==> src/hw/spi_defines.vh <==
// register map, field positions, reset values and codes of the serial port
`ifndef SPI_DEFINES_VH
`define SPI_DEFINES_VH
`define OFS_CONTROL     4'h0
`define OFS_STATUS_CTRL 4'h4
`define OFS_DATA        4'h8
`define CTL_ENABLE      0
`define CTL_MASTER      1
`define CTL_RESET       2'h2
`define ST_RATE_LO      0
`define ST_RATE_HI      1
`define ST_FAULT_EN     2
`define ST_TX_EMPTY     3
`define ST_MODE_FAULT   4
`define ST_RX_FULL      7
`define RATE_RESET      2'h0
`define DIV_SEL_2       2'h0
`define DIV_SEL_8       2'h1
`define DIV_SEL_32      2'h2
`define DIV_SEL_128     2'h3
`define DIV_2           8'h02
`define DIV_8           8'h08
`define DIV_32          8'h20
`define DIV_128         8'h80
`define BITS_PER_BYTE   4'h8
`define RESP_OKAY       2'h0
`define RESP_SLVERR     2'h2
`endif

==> src/hw/spi_status_tx_buffer_and_rate.v <==
// serial port with transmit buffer, mode-fault logic and rate select
//
// Overview of operation
// - idle port with empty shifter loads a written byte, sets empty within two cycles
// - a second byte may wait in the buffer behind the shifting one
// - busy slave loads the shifter only after its current transfer ends
// - reset sets the transmit-empty flag
// - mode fault sets only with detection enabled; disabling keeps a set fault
// - master without fault detection ignores slave select; pin stays general I/O
// - master with fault detection takes the slave-select pin from general I/O
// - enabled slave always owns the slave-select pin
// - slave with detection off only stops mode-fault setting
// - rate select 00,01,10,11 gives divisor 2,8,32,128
// - master serial clock is base clock over twice the divisor
// - rate select ignored as slave; reset clears it
// - data write loads transmit buffer; data read returns separate receive buffer
// - each buffer-to-shifter move sets the transmit-empty flag unless a data write lands in the same cycle
// - a data register read clears receive-full unless a transfer completes in the same cycle
// - mode fault clears by status read while set, then data write
// - master faults on select low; slave faults on select rising mid-transfer
//
// Our own choices: the AXI4-Lite slave port and the placing of the registers.
`include "spi_defines.vh"
module spi_status_tx_buffer_and_rate
(
  input  wire        ref_clk,
  input  wire        srst,
  input  wire [3:0]  s_axi_awaddr,
  input  wire        s_axi_awvalid,
  output wire        s_axi_awready,
  input  wire [31:0] s_axi_wdata,
  input  wire [3:0]  s_axi_wstrb,
  input  wire        s_axi_wvalid,
  output wire        s_axi_wready,
  output reg  [1:0]  s_axi_bresp,
  output reg         s_axi_bvalid,
  input  wire        s_axi_bready,
  input  wire [3:0]  s_axi_araddr,
  input  wire        s_axi_arvalid,
  output wire        s_axi_arready,
  output reg  [31:0] s_axi_rdata,
  output reg  [1:0]  s_axi_rresp,
  output reg         s_axi_rvalid,
  input  wire        s_axi_rready,
  input  wire        sclkIn,
  output reg         sclkOut,
  output wire        sclkOe,
  input  wire        mosiIn,
  output wire        mosiOut,
  output wire        mosiOe,
  input  wire        misoIn,
  output wire        misoOut,
  output wire        misoOe,
  input  wire        ssInN,
  output wire        ssPinOwned
);
  reg  [1:0] ctl_reg;
  reg  [1:0] rate_reg;
  reg        faultEn_reg;
  reg        modeFault_reg;
  reg        faultArmed_reg;
  reg        rxFull_reg;
  reg        txFull_reg;
  reg  [7:0] txBuf_reg;
  reg  [7:0] rxBuf_reg;
  reg  [7:0] shift_reg;
  reg        sampleBit_reg;
  reg  [3:0] bitCnt_reg;
  reg        busy_reg;
  reg        sclkPrev_reg;
  reg        ssPrev_reg;
  reg        awHave_reg;
  reg        wHave_reg;
  reg  [3:0] awAddr_reg;
  reg  [7:0] wData_reg;
  reg        wLane0_reg;
  wire       enabled;
  wire       isMaster;
  wire       tick;
  wire       doWrite;
  wire       doRead;
  wire       wrData;
  wire       rdData;
  wire       rdStatus;
  wire       loadShift;
  wire       sampleEdge;
  wire       shiftEdge;
  wire       lastBit;
  wire       masterFault;
  wire       slaveFault;
  wire       faultSet;
  wire       writeMapped;
  wire       readMapped;

  assign enabled  = ctl_reg[`CTL_ENABLE];
  assign isMaster = ctl_reg[`CTL_MASTER];

  // write channel: address and data latched independently, in either order
  assign s_axi_awready = !awHave_reg && !s_axi_bvalid;
  assign s_axi_wready  = !wHave_reg && !s_axi_bvalid;
  assign doWrite       = awHave_reg && wHave_reg;
  assign writeMapped   = (awAddr_reg == `OFS_CONTROL) || (awAddr_reg == `OFS_STATUS_CTRL)
                         || (awAddr_reg == `OFS_DATA);
  assign wrData        = doWrite && wLane0_reg && (awAddr_reg == `OFS_DATA);
  assign s_axi_arready = !s_axi_rvalid;
  assign doRead        = s_axi_arvalid && s_axi_arready;
  assign readMapped    = (s_axi_araddr == `OFS_CONTROL) || (s_axi_araddr == `OFS_STATUS_CTRL)
                         || (s_axi_araddr == `OFS_DATA);
  assign rdData        = doRead && (s_axi_araddr == `OFS_DATA);
  assign rdStatus      = doRead && (s_axi_araddr == `OFS_STATUS_CTRL);

  always @(posedge ref_clk)
  begin
    if (srst)
    begin
      awHave_reg   <= 1'b0;
      wHave_reg    <= 1'b0;
      awAddr_reg   <= 4'h0;
      wData_reg    <= 8'h00;
      wLane0_reg   <= 1'b0;
      s_axi_bvalid <= 1'b0;
      s_axi_bresp  <= `RESP_OKAY;
      s_axi_rvalid <= 1'b0;
      s_axi_rresp  <= `RESP_OKAY;
      s_axi_rdata  <= 32'h0000_0000;
    end
    else
    begin
      if (s_axi_awvalid && s_axi_awready)
      begin
        awHave_reg <= 1'b1;
        awAddr_reg <= {s_axi_awaddr[3:2], 2'b00};
      end
      if (s_axi_wvalid && s_axi_wready)
      begin
        wHave_reg  <= 1'b1;
        wData_reg  <= s_axi_wdata[7:0];
        wLane0_reg <= s_axi_wstrb[0];
      end
      if (doWrite)
      begin
        awHave_reg   <= 1'b0;
        wHave_reg    <= 1'b0;
        s_axi_bvalid <= 1'b1;
        s_axi_bresp  <= writeMapped ? `RESP_OKAY : `RESP_SLVERR;
      end
      else if (s_axi_bvalid && s_axi_bready)
        s_axi_bvalid <= 1'b0;
      if (doRead)
      begin
        s_axi_rvalid <= 1'b1;
        s_axi_rresp  <= readMapped ? `RESP_OKAY : `RESP_SLVERR;
        case (s_axi_araddr)
          `OFS_CONTROL:
            s_axi_rdata <= {30'h0000_0000, ctl_reg};
          `OFS_STATUS_CTRL:
            s_axi_rdata <= {24'h00_0000, rxFull_reg, 2'b00, modeFault_reg, !txFull_reg,
                            faultEn_reg, rate_reg};
          `OFS_DATA:
            s_axi_rdata <= {24'h00_0000, rxBuf_reg};
          default:
            s_axi_rdata <= 32'h0000_0000;
        endcase
      end
      else if (s_axi_rvalid && s_axi_rready)
        s_axi_rvalid <= 1'b0;
    end
  end

  // control and rate fields
  always @(posedge ref_clk)
  begin
    if (srst)
    begin
      ctl_reg     <= `CTL_RESET;
      rate_reg    <= `RATE_RESET;
      faultEn_reg <= 1'b0;
    end
    else if (doWrite && wLane0_reg)
    begin
      if (awAddr_reg == `OFS_CONTROL)
        ctl_reg <= wData_reg[`CTL_MASTER:`CTL_ENABLE];
      if (awAddr_reg == `OFS_STATUS_CTRL)
      begin
        rate_reg    <= wData_reg[`ST_RATE_HI:`ST_RATE_LO];
        faultEn_reg <= wData_reg[`ST_FAULT_EN];
      end
    end
  end

  // pin ownership: slave always, master only with fault detection
  assign ssPinOwned = enabled && (!isMaster || faultEn_reg);

  // idle master, or slave with select high and no transfer, may load
  assign loadShift = enabled && txFull_reg && !busy_reg
                     && (isMaster || ssInN);

  spi_rate_divider u_rate
  (
    .ref_clk (ref_clk),
    .srst    (srst),
    .run     (busy_reg && isMaster && enabled),
    .rateSel (rate_reg),
    .tick    (tick)
  );

  // master edges from divider ticks; slave edges from incoming clock
  assign sampleEdge = isMaster ? (busy_reg && tick && !sclkOut)
                               : (!ssInN && sclkIn && !sclkPrev_reg);
  assign shiftEdge  = isMaster ? (busy_reg && tick && sclkOut)
                               : (!ssInN && busy_reg && !sclkIn && sclkPrev_reg);
  assign lastBit    = shiftEdge && (bitCnt_reg == `BITS_PER_BYTE - 4'h1);

  // select level ignored by a master without detection
  assign masterFault = isMaster && !ssInN;
  assign slaveFault  = !isMaster && busy_reg && ssInN && !ssPrev_reg;
  assign faultSet    = enabled && faultEn_reg
                       && (masterFault || slaveFault);

  always @(posedge ref_clk)
  begin
    if (srst)
    begin
      txFull_reg    <= 1'b0;
      txBuf_reg     <= 8'h00;
      shift_reg     <= 8'h00;
      sampleBit_reg <= 1'b0;
      bitCnt_reg    <= 4'h0;
      busy_reg      <= 1'b0;
      sclkOut       <= 1'b0;
      sclkPrev_reg  <= 1'b0;
      ssPrev_reg    <= 1'b1;
      rxBuf_reg     <= 8'h00;
      rxFull_reg    <= 1'b0;
    end
    else
    begin
      sclkPrev_reg <= sclkIn;
      ssPrev_reg   <= ssInN;
      // buffer may hold a second byte while the shifter is busy
      if (wrData)
      begin
        txBuf_reg  <= wData_reg;
        txFull_reg <= 1'b1;
      end
      else if (loadShift)
        txFull_reg <= 1'b0;
      if (loadShift)
      begin
        shift_reg  <= txBuf_reg;
        bitCnt_reg <= 4'h0;
        busy_reg   <= isMaster;
      end
      else if (!enabled || slaveFault || (isMaster && faultSet))
      begin
        busy_reg   <= 1'b0;
        bitCnt_reg <= 4'h0;
        sclkOut    <= 1'b0;
      end
      else
      begin
        if (sampleEdge)
        begin
          sampleBit_reg <= isMaster ? misoIn : mosiIn;
          busy_reg      <= 1'b1;
          if (isMaster)
            sclkOut <= 1'b1;
        end
        if (shiftEdge)
        begin
          shift_reg  <= {shift_reg[6:0], sampleBit_reg};
          bitCnt_reg <= bitCnt_reg + 4'h1;
          if (isMaster)
            sclkOut <= 1'b0;
        end
        if (lastBit)
        begin
          busy_reg   <= 1'b0;
          bitCnt_reg <= 4'h0;
          if (!rxFull_reg)
            rxBuf_reg <= {shift_reg[6:0], sampleBit_reg};
        end
      end
      // completion wins over a same-cycle read
      if (lastBit && !loadShift)
        rxFull_reg <= 1'b1;
      else if (rdData)
        rxFull_reg <= 1'b0;
    end
  end

  // fault flag: status read with flag set arms, data write then clears
  always @(posedge ref_clk)
  begin
    if (srst)
    begin
      modeFault_reg  <= 1'b0;
      faultArmed_reg <= 1'b0;
    end
    else
    begin
      if (rdStatus && modeFault_reg)
        faultArmed_reg <= 1'b1;
      else if (wrData)
        faultArmed_reg <= 1'b0;
      if (faultSet)
        modeFault_reg <= 1'b1;
      else if (wrData && faultArmed_reg)
        modeFault_reg <= 1'b0;
    end
  end

  // pin drive
  assign sclkOe  = enabled && isMaster;
  assign mosiOe  = enabled && isMaster;
  assign mosiOut = shift_reg[7];
  assign misoOe  = enabled && !isMaster && !ssInN;
  assign misoOut = shift_reg[7];
endmodule // spi_status_tx_buffer_and_rate

==> src/hw/spi_rate_divider.v <==
// serial clock half-period tick generator
`include "spi_defines.vh"
module spi_rate_divider
(
  input  wire       ref_clk,
  input  wire       srst,
  input  wire       run,
  input  wire [1:0] rateSel,
  output reg        tick
);
  reg  [7:0] cnt_reg;
  reg  [7:0] divisor;

  // divisor codes: 2, 8, 32, 128
  always @*
  begin
    case (rateSel)
      `DIV_SEL_2:  divisor = `DIV_2;
      `DIV_SEL_8:  divisor = `DIV_8;
      `DIV_SEL_32: divisor = `DIV_32;
      default:     divisor = `DIV_128;
    endcase
  end

  // one tick every divisor cycles, so serial clock = base / (2 * divisor)
  always @(posedge ref_clk)
  begin
    if (srst || !run)
    begin
      cnt_reg <= 8'h00;
      tick    <= 1'b0;
    end
    else if (cnt_reg == divisor - 8'h01)
    begin
      cnt_reg <= 8'h00;
      tick    <= 1'b1;
    end
    else
    begin
      cnt_reg <= cnt_reg + 8'h01;
      tick    <= 1'b0;
    end
  end
endmodule // spi_rate_divider

==> config.mk <==
export PLATFORM = sky130hd
export DESIGN_NAME = spi_status_tx_buffer_and_rate
export DESIGN_NICKNAME = d
export VERILOG_FILES = /design/src/hw/spi_status_tx_buffer_and_rate.v /design/src/hw/spi_rate_divider.v
export VERILOG_INCLUDE_DIRS = /design/src /design/src/hw
export SDC_FILE = /design/constraint.sdc
export NUM_CORES = 1
export LEC_CHECK = 0
export ABC_CLOCK_PERIOD_IN_PS = 2100
export BUFFER_PORTS_ARGS = -buffer_cell sky130_fd_sc_hd__buf_2
export CAP_MARGIN = 20
export CORE_MARGIN = 2
export CORE_UTILIZATION = 46
export DETAILED_ROUTE_END_ITERATION = 10
export HOLD_SLACK_MARGIN = 0.02
export PLACE_DENSITY = 0.78
export SETUP_SLACK_MARGIN = 0.2
export SYNTH_ARGS = -nofsm -noshare
export SYNTH_HDL_FRONTEND = slang
export SYNTH_SLANG_ARGS = --single-unit
==> constraint.sdc <==
create_clock -name ref_clk -period 2.1 [get_ports ref_clk]
set_clock_uncertainty 0.05 [all_clocks]
set_input_delay 0.21 -clock ref_clk [delete_from_list [all_inputs] [get_ports ref_clk]]
set_output_delay 0.21 -clock ref_clk [all_outputs]
set_load 0.05 [all_outputs]
After elaboration in Yosys (flattened, before gate mapping) --
Cells that the tools add are included.
Word-level totals: register bits 102, input bits 55, output and inout port bits 48, logic and storage cells 159
Operators by class: add/subtract/negate cells 3, equal/unequal tests 9, mux-type cells 32, bitwise operators 3, reductions and logical operators 84
Operator list (count):
- $pmux W8 S3 | 2
- $logic_and A1 B1 Y1 | 40
- $mux W1 | 25
- $mux W8 | 3
- $logic_not A1 Y1 | 15
- $reduce_bool A2 Y1 | 7
- $logic_or A1 B1 Y1 | 10
- $add A8 B1 Y8 const B | 1
- $eq A4 B3 Y1 const B | 2
- $eq A8 B8 Y1 | 1
- $logic_not A4 Y1 | 2
- $sub A8 B1 Y8 const B | 1
- $reduce_and A2 Y1 | 3
- $add A4 B1 Y4 const B | 1
- $eq A2 B1 Y1 const B | 2
- $eq A2 B2 Y1 const B | 2
- $eq A4 B4 Y1 const B | 1
- $mux W2 | 2
- $reduce_and A4 Y1 | 1
- $reduce_bool A4 Y1 | 1
- $reduce_or A2 Y1 | 2
- $reduce_or A4 Y1 | 1
- $not A1 Y1 | 3
- $reduce_and A3 Y1 | 1
- other kinds (2) | 2

Depth between registers and ports, before layout --
Gate-level depths: netlist of run 1.
depth after elaboration 10, depth in mapped cells 7, mapped depth without buffers 6

Modules after synthesis --
From an unflattened synthesis of run 1, not the netlist that was laid out.
Unflattened totals: cells, all modules 390, area total of the unflattened synthesis 3517.1 um^2
By module, submodules not included:
- spi_status_tx_buffer_and_rate | instances 1, cells an instance 341, area each 3046.7 um^2, sequential area each 1341.3 um^2
- spi_rate_divider | instances 1, cells an instance 49, area each 470.5 um^2, sequential area each 180.2 um^2

Worst setup path before layout of run 1 --
OpenSTA, ideal clock, no wires.
path type reg-to-reg, start reg s_axi_bvalid, end reg wData_reg[7], setup time 0.071 ns, arrival time 1.895 ns, required time 1.979 ns, path slack 0.084 ns, stages on the path, launching flop included 6, path buffers 1, clock period less this slack 2.016 ns, path through dfxtp_1 -> nor2_1 -> and2_1 -> clkbuf_1 -> nand2_1 -> a21oi_1
On the way: cells in the longest elaborated chain, start to end 3
RTL lines:
- start, declared | line spi_status_tx_buffer_and_rate.v:36 | output reg s_axi_bvalid,
- start signal, assigned | line spi_status_tx_buffer_and_rate.v:121 | s_axi_bvalid <= 1'b0;
- start signal, assigned | line spi_status_tx_buffer_and_rate.v:144 | s_axi_bvalid <= 1'b1;
- start signal, assigned | line spi_status_tx_buffer_and_rate.v:148 | s_axi_bvalid <= 1'b0;
- $logic_not A1 Y1 | line spi_status_tx_buffer_and_rate.v:100 | assign s_axi_wready = !wHave_reg && !s_axi_bvalid;
- $logic_and A1 B1 Y1 | line spi_status_tx_buffer_and_rate.v:100
- via s_axi_wready | line spi_status_tx_buffer_and_rate.v:34 | output wire s_axi_wready,
- $logic_and A1 B1 Y1 | line spi_status_tx_buffer_and_rate.v:134 | if (s_axi_wvalid && s_axi_wready)
- end signal, assigned | line spi_status_tx_buffer_and_rate.v:137 | wData_reg <= s_axi_wdata[7:0];
- end, declared | line spi_status_tx_buffer_and_rate.v:75 | reg [7:0] wData_reg;
The timed path passes the listed nets, and every way through them passes these cells. A chain may end at the register's enable or synchronous reset.

Worst setup path in the final report of run 1 --
start reg bitCnt_reg[0], end reg rxBuf_reg[1]
On the way: cells in the longest elaborated chain, start to end 3
RTL lines:
- start, declared | line spi_status_tx_buffer_and_rate.v:68 | reg [3:0] bitCnt_reg;
- start signal, assigned | line spi_status_tx_buffer_and_rate.v:272 | bitCnt_reg <= bitCnt_reg + 4'h1;
- $eq A4 B3 Y1 | line spi_status_tx_buffer_and_rate.v:212 | assign lastBit = shiftEdge && (bitCnt_reg == `BITS_PER_BYTE - 4'h1);
- $logic_and A1 B1 Y1 | line spi_status_tx_buffer_and_rate.v:212
- $reduce_and A4 Y1 (no line)
- end signal, assigned | line spi_status_tx_buffer_and_rate.v:281 | rxBuf_reg <= {shift_reg[6:0], sampleBit_reg};
- end, declared | line spi_status_tx_buffer_and_rate.v:65 | reg [7:0] rxBuf_reg;
Every way passes these cells.

==> metrics.md, run 1 <==
| Metric | Value |
|---|---|
| Post-route ant nets | 0 |
| Total GRT Usage | 0.178 |
| Rel. slew slack | 0.596 |
| Die height | 91.6 um |
| H-tree levels | 3 |
| VDD IR-drop max | 0.000414 V |
| Unrepaired setup endpoints after global routing | false |
| Vias in the first global route | 2,606 |
| PwrDens | 752 nW/um^2 |
| Worst-path clk slew | 80 ps |
| Vias/cell | 5.26 |
| # nets final | 497 |
| Worst Hold Depth | 3 |
| Die area | 8380 um^2 |
| Mapped cell area | 3530 um^2 |
| GRT overflow | 0 |
| Fin crit period | 1790 ps |
| Crit path max fanout | 8 |
| Setup TNS | 0 ps |
| Wirelength per Cell | 13.5 um |
| Clk_lat worst skew | 350 ps |
| Worst reg2reg path depth | 6 |
| Main flop type after synthesis | dfxtp_1 |
| Fmax | 559 MHz |
| CTS Buf Count | 9 |
| LEAKAGE | 1.54 nW |
| WS Path Type | register to register |
| Setup ws final | 310 ps |
| Final Max Slew Viols | 0 |
| Post-cts hold buffer count | 0 |
| Max clock buf depth | 2 |
| Final setup fails | 0 |
| First-pass GRT wire length | 12.1 mm |
| IO Count | 103 |
| Die Wd | 91.6 um |
| Pre-CTS WS | 181 ps |
| Yosys warning count | 0 |
| Post-DP HPWL | 5.23 mm |
| Sequential area share after synthesis | 0.431 |
| Avg Cell Area, Syn | 9.04 um^2 |
| Critical Path Start Type | register |
| Drt first-iter violations | 138 |
| Sequential Area | 1530 um^2 |
| WL final | 7.31 mm |
| CP endpoint kind | register |
| Final hold vios | 0 |
| DRC | 0 |
| Fill cell count | 651 |
| Worst Tran Pin Value | 604 ps |
| Netlist cell types | 57 |
| GPL Wtd Cong | 0.832 |
| Register bit total from synthesis | 76 |
| Cells after synthesis | 390 |
| Clock root cell | clkbuf_8 |
| Area added between synthesis and finish | 14.4% |
| CTS sink count | 76 |
| Buffers on Ports | 47 |
| Crit path DAT | 1980 ps |
| Final clock period utilization by the worst path | 0.852 |
| DR vias | 2,858 |
| Worst Hold Class | input port to register |
| DR pass1 iterations | 4 |
| Starting Density | 0.481 |
| Post-synth EDFFs | 0 |
| Largest net degree at the start of global routing | 34 |
| Area of the core | 7330 um^2 |
| Layout cell share with drive strength beyond 1 | 0.227 |
| Diode count | 0 |
| Fraction of registers with async set/reset | 0 |
| Antenna violations before repair | 0 |
| Max cap viols | 0 |
| TritonCTS clock tree | built |
| CP required | 2290 ps |
| # rows | 31 |
| Outcome | completed |
| Multi-input logic area | 1780 um^2 |
==> metrics by stage <==
stage                     area (um^2)  utilization  total power, mW  hold WS [ps]  std cells
after CTS                        4020        0.548             3.06          23.3        543
after global routing             4040        0.551             3.13          35.3        543
final                            4040        0.551             3.03          39.2        543
after global placement           3770        0.515             1.78           393        526
after floorplan                  3620            -             1.77           267        415
after detailed placement         3770        0.515             1.79           399        526
==> report_power, final <==
| group | total, mW | leakage (nW) | internal, mW | switching [mW] |
|---|---|---|---|---|
| registers | 1.49 | 0.616 | 1.46 | 0.0225 |
| logic | 0.269 | 0.807 | 0.0549 | 0.214 |
| clock network | 1.28 | 0.120 | 0.738 | 0.541 |
| total | 3.03 | 1.54 | 2.26 | 0.777 |
==> per-layer routing <==
layer	vias up	GRT usage	routed length (um)	share of wire
met5	-	0	0	0
met4	0	0.0619	95	0.013
met3	13	0.0581	382	0.052
met2	71	0.293	3580	0.49
met1	1349	0.217	3260	0.45
li1	1425	-	-	-
==> final cells by class <==
cell class | count | share of cell area
Clock buffer | 11 | 0.0375
Tap cell | 99 | 0.0307
Multi-Input combinational cell | 285 | 0.440
Sequential cell | 76 | 0.378
Inverter | 6 | 0.00558
Clock inverter | 5 | 0.0205
Timing Repair Buffer | 61 | 0.0874
==> placed cells by master (no fill, tap or decap), types with 3 or more instances in the layout <==
| cell | count |
|---|---|
| nor3_1 | 11 |
| a222oi_1 | 3 |
| dfxtp_1 | 72 |
| nor4_1 | 3 |
| a22oi_1 | 5 |
| nor2b_1 | 6 |
| nor2_1 | 34 |
| a221oi_2 | 7 |
| buf_4 | 13 |
| buf_2 | 47 |
| nand2b_1 | 9 |
| nand2_1 | 33 |
| inv_1 | 6 |
| nand3_1 | 18 |
| xnor2_1 | 6 |
| ha_1 | 3 |
| clkbuf_8 | 11 |
| or3_1 | 3 |
| and2_1 | 3 |
| o21ai_0 | 11 |
| mux2i_1 | 23 |
| dfxtp_2 | 4 |
| and3_1 | 4 |
| conb_1 | 26 |
| a21oi_1 | 31 |
| xor2_1 | 3 |
==> path summary, 6_finish.rpt <==
| path | startpoint | endpoint | slack, ps |
|---|---|---|---|
| worst max-delay path | bitCnt_reg[0] | rxBuf_reg[1] | 310 |
| worst max register to register | bitCnt_reg[0] | rxBuf_reg[1] | 310 |
| worst min-delay path | s_axi_wdata[4] | wData_reg[4] | 40 |
| worst min register to register | s_axi_bresp[1] | s_axi_bresp[1] | 410 |
==> cells in the mapped netlist (2+ instances only) <==
library cell,count,share of area
or2_2,2,0.0035
nor2b_1,6,0.011
and3_1,5,0.0089
inv_1,6,0.0064
clkbuf_1,10,0.011
a21oi_1,32,0.045
xor2_1,3,0.0075
a22oi_1,5,0.011
ha_1,3,0.011
a2111oi_1,2,0.0057
nor4_1,3,0.0053
nand3_1,18,0.026
buf_4,30,0.064
and4_1,2,0.0050
nand3b_1,2,0.0043
a211oi_1,2,0.0043
buf_2,3,0.0043
mux2i_1,23,0.065
and2_1,3,0.0053
or3_1,3,0.0053
nor3_1,11,0.016
nand4_1,2,0.0035
nand2b_1,9,0.016
a211oi_2,2,0.0071
o21ai_0,11,0.016
a222oi_1,3,0.0085
dfxtp_1,76,0.43
nor3b_1,2,0.0043
a221oi_2,7,0.030
buf_1,2,0.0021
xnor2_1,6,0.015
nor2_1,35,0.037
buf_6,3,0.0096
nand2_1,34,0.036
o2bb2ai_1,2,0.0050
==> cell families (layout without fill, tap and decap cells) <==
group	count (synthesis)	in the layout	synth area share
other	1	26	0.00106
AND/OR/NAND/NOR	146	146	0.211
flip-flops	76	76	0.431
buffers and inverters	54	83	0.0968
XOR/XNOR	9	9	0.0223
multiplexers	23	23	0.0653
AO/OA/AOI/OAI	78	78	0.161
adder cells (fa/ha/maj)	3	3	0.0106
==> worst max-delay path, cell delays in order, from the launching register on <==
cell      delay [ps]
dfxtp_1          380
ha_1             240
nor4bb_1         390
nand4_1          130
buf_4            200
o21ai_0          190
a21oi_1           90
==> repair_timing <==
| item | CTS | global route |
|---|---|---|
| buffers inserted | 1 | 0 |
| resized for setup | 1 | 8 |
| hold endpoints to repair | 0 | 0 |
| setup endpoints to repair | 14 | 27 |
| cloned | 0 | 0 |
| pin swaps | 1 | 0 |
Note: power is estimated with default switching activity, not from simulation.
==> run 2: changes to the inputs <==
PLACE_DENSITY = 0.72   (was 0.78)
==> run 2 against run 1 <==
Wire length up 3.5%; worst hold slack worse by 6.0 ps; clock power is 9% lower; die area stayed put; worst setup slack got worse by 38 ps; register-to-register slack got worse by 40 ps; core utilization increased by 0.12 points; power is 3.5% lower; sequential cell count did not move; global-route usage increased by 0.60 points; clock-buffer cell count down 1.
==> metrics.md, run 2 (synthesis results as in run 1) <==
| Metric | Value |
|---|---|
| Outcome | completed |
| Final hold vios | 0 (unchanged) |
| Worst Tran Pin Value | 601 ps (-3.29 ps) |
| Placed Cells | 527 (+0.19%) |
| Drt first-iter violations | 108 (-22%) |
| Fill cell count | 670 (+2.9%) |
| Reg2reg start | rate_reg[1] |
| # nets final | 500 (+0.60%) |
| Min-delay src | s_axi_wdata[0] |
| IO Count | 103 (unchanged) |
| Max clock buf depth | 2 (unchanged) |
| Rel. slew slack | 0.599 (+0.00220) |
| Unrepaired setup endpoints after global routing | false |
| WS Path Type | register to register |
| Worst Hold Class | input port to register |
| DR vias | 2,877 (+0.66%) |
| GRT overflow | 0 (unchanged) |
| LEAKAGE | 1.54 nW (-0.26%) |
| Vias in the first global route | 2,645 (+1.5%) |
| GPL Wtd Cong | 0.868 (+4.3%) |
| # rows | 31 (unchanged) |
| Max cap viols | 0 (unchanged) |
| Die area | 8380 um^2 (unchanged) |
| CTS Buf Count | 9 (unchanged) |
| DR pass1 iterations | 5 (+1) |
| Clock root cell | clkbuf_8 |
| VDD IR-drop max | 0.000538 V (+30%) |
| Vias/cell | 5.27 (+0.11%) |
| Critical Path Slowest Stage Cell | dfxtp_1 |
| Critical Path Start Type | register |
| WL final | 7.57 mm (+3.5%) |
| Fmax | 547 MHz (-2.1%) |
| Final clock period utilization by the worst path | 0.871 (+0.0182) |
| Commonest non-fill, non-tap cell in the layout | dfxtp_1 |
| Sequential Area | 1520 um^2 (-0.16%) |
| Area of the core | 7330 um^2 (unchanged) |
| Wirelength per Cell | 13.9 um (+2.9%) |
| Post-route ant nets | 0 (unchanged) |
| Antenna violations before repair | 0 (unchanged) |
| Origin of the worst setup path | rate_reg[1] |
| Total GRT Usage | 0.184 (+0.00598) |
| CP required | 2340 ps (+50 ps) |
| PwrDens | 724 nW/um^2 (-3.7%) |
| Worst-path clk slew | 90 ps (about the same) |
| Final setup fails | 0 (unchanged) |
| Buffers on Ports | 47 (unchanged) |
| TritonCTS clock tree | built |
| CP delay by family, top | simple AND/OR/NAND/NOR gates |
| Largest net degree at the start of global routing | 32 (-5.9%) |
| Fin crit period | 1830 ps (+38.2 ps) |
| Largest stage delay, worst path | 380 ps (about the same) |
| Diode count | 0 (unchanged) |
| First-pass GRT wire length | 12.3 mm (+2.2%) |
| CP endpoint kind | register |
| Die height | 91.6 um (unchanged) |
| Area added between synthesis and finish | 14.7% |
| Die Wd | 91.6 um (unchanged) |
| CP bufs+invs | 1 (unchanged) |
| Layout cell share with drive strength beyond 1 | 0.228 (+0.000710) |
| Most frequent cells in the layout | dfxtp_1, buf_2, nor2_1, nand2_1, a21oi_1 |
| Clk_lat worst skew | 360 ps (about the same) |
| Multi-input logic area | 1800 um^2 (+1.1%) |
| WHS | 33.2 ps (-6.05 ps) |
| Cell Count, Final, Fillers Out | 546 (+0.55%) |
| H-tree levels | 3 (unchanged) |
| DRC | 0 (unchanged) |
| Final Max Slew Viols | 0 (unchanged) |
| Crit-path cells | or2_2, ha_1, xor2_1, nand4b_1, a21oi_2, buf_4, nor2b_1 |
| Post-DP HPWL | 5.26 mm (+0.64%) |
| Setup TNS | 0 ps (unchanged) |
| CTS sink count | 76 (unchanged) |
| Crit path max fanout | 8 (unchanged) |
| Crit path DAT | 2070 ps (+90 ps) |
| Starting Density | 0.481 (unchanged) |
==> run 2: tightest hold or removal path, stage by stage <==
cell and delay [ps]:
buf_2 90, nand2_1 50, a21oi_1 50
==> run 2: area by class of cell <==
cell class,count,share of cell area
clock buffers,10,0.0340
clock inverters,6,0.0179
inverters,6,0.00557
multi-input cells,285,0.444
flip-flops and latches,76,0.377
well taps,99,0.0306
repair buffers,64,0.0909
==> run 2: where the power goes <==
| group | switching [mW] | internal, mW | leakage [nW] |
|---|---|---|---|
| combinational | 0.216 | 0.0576 | 0.821 |
| clock | 0.578 | 0.591 | 0.103 |
| sequential | 0.0218 | 1.46 | 0.615 |
==> run 2: through the flow <==
stage	cell area, um^2	worst slack, ps	util	power (mW)
detailed placement	3770	145	0.515	1.79
global placement	3770	211	0.515	1.78
finish	4050	272	0.552	2.93
floorplan	3620	266	-	1.77
CTS	4010	238	0.547	2.95
global route	4050	161	0.552	3.05
==> run 2: final timing paths <==
| kind | endpoint | slack (ps) | depth (start not counted) |
|---|---|---|---|
| worst max register to register | u_rate.tick | 270 | 7 |
| worst min-delay path | wData_reg[0] | 30 | 3 |
| worst max-delay path | u_rate.tick | 270 | 7 |
| worst min register to register | wData_reg[7] | 410 | 2 |
==> run 2: repair_timing <==
item | 4_1_cts | 5_1_grt
hold buffers | 2 | 0
hold endpoints to repair | 2 | 0
endpoints found under the setup margin | 8 | 24
resized for setup | 1 | 8
buffers inserted | 1 | 0
pin swaps | 1 | 0
==> run 2: metal layers <==
layer / global-route usage / up-vias / wire [um]
met1: 0.229 / 1366 / 3370
met3: 0.0581 / 11 / 350
met2: 0.300 / 62 / 3770
met5: 0 / - / 0
li1: - / 1438 / -
met4: 0.0606 / 0 / 84
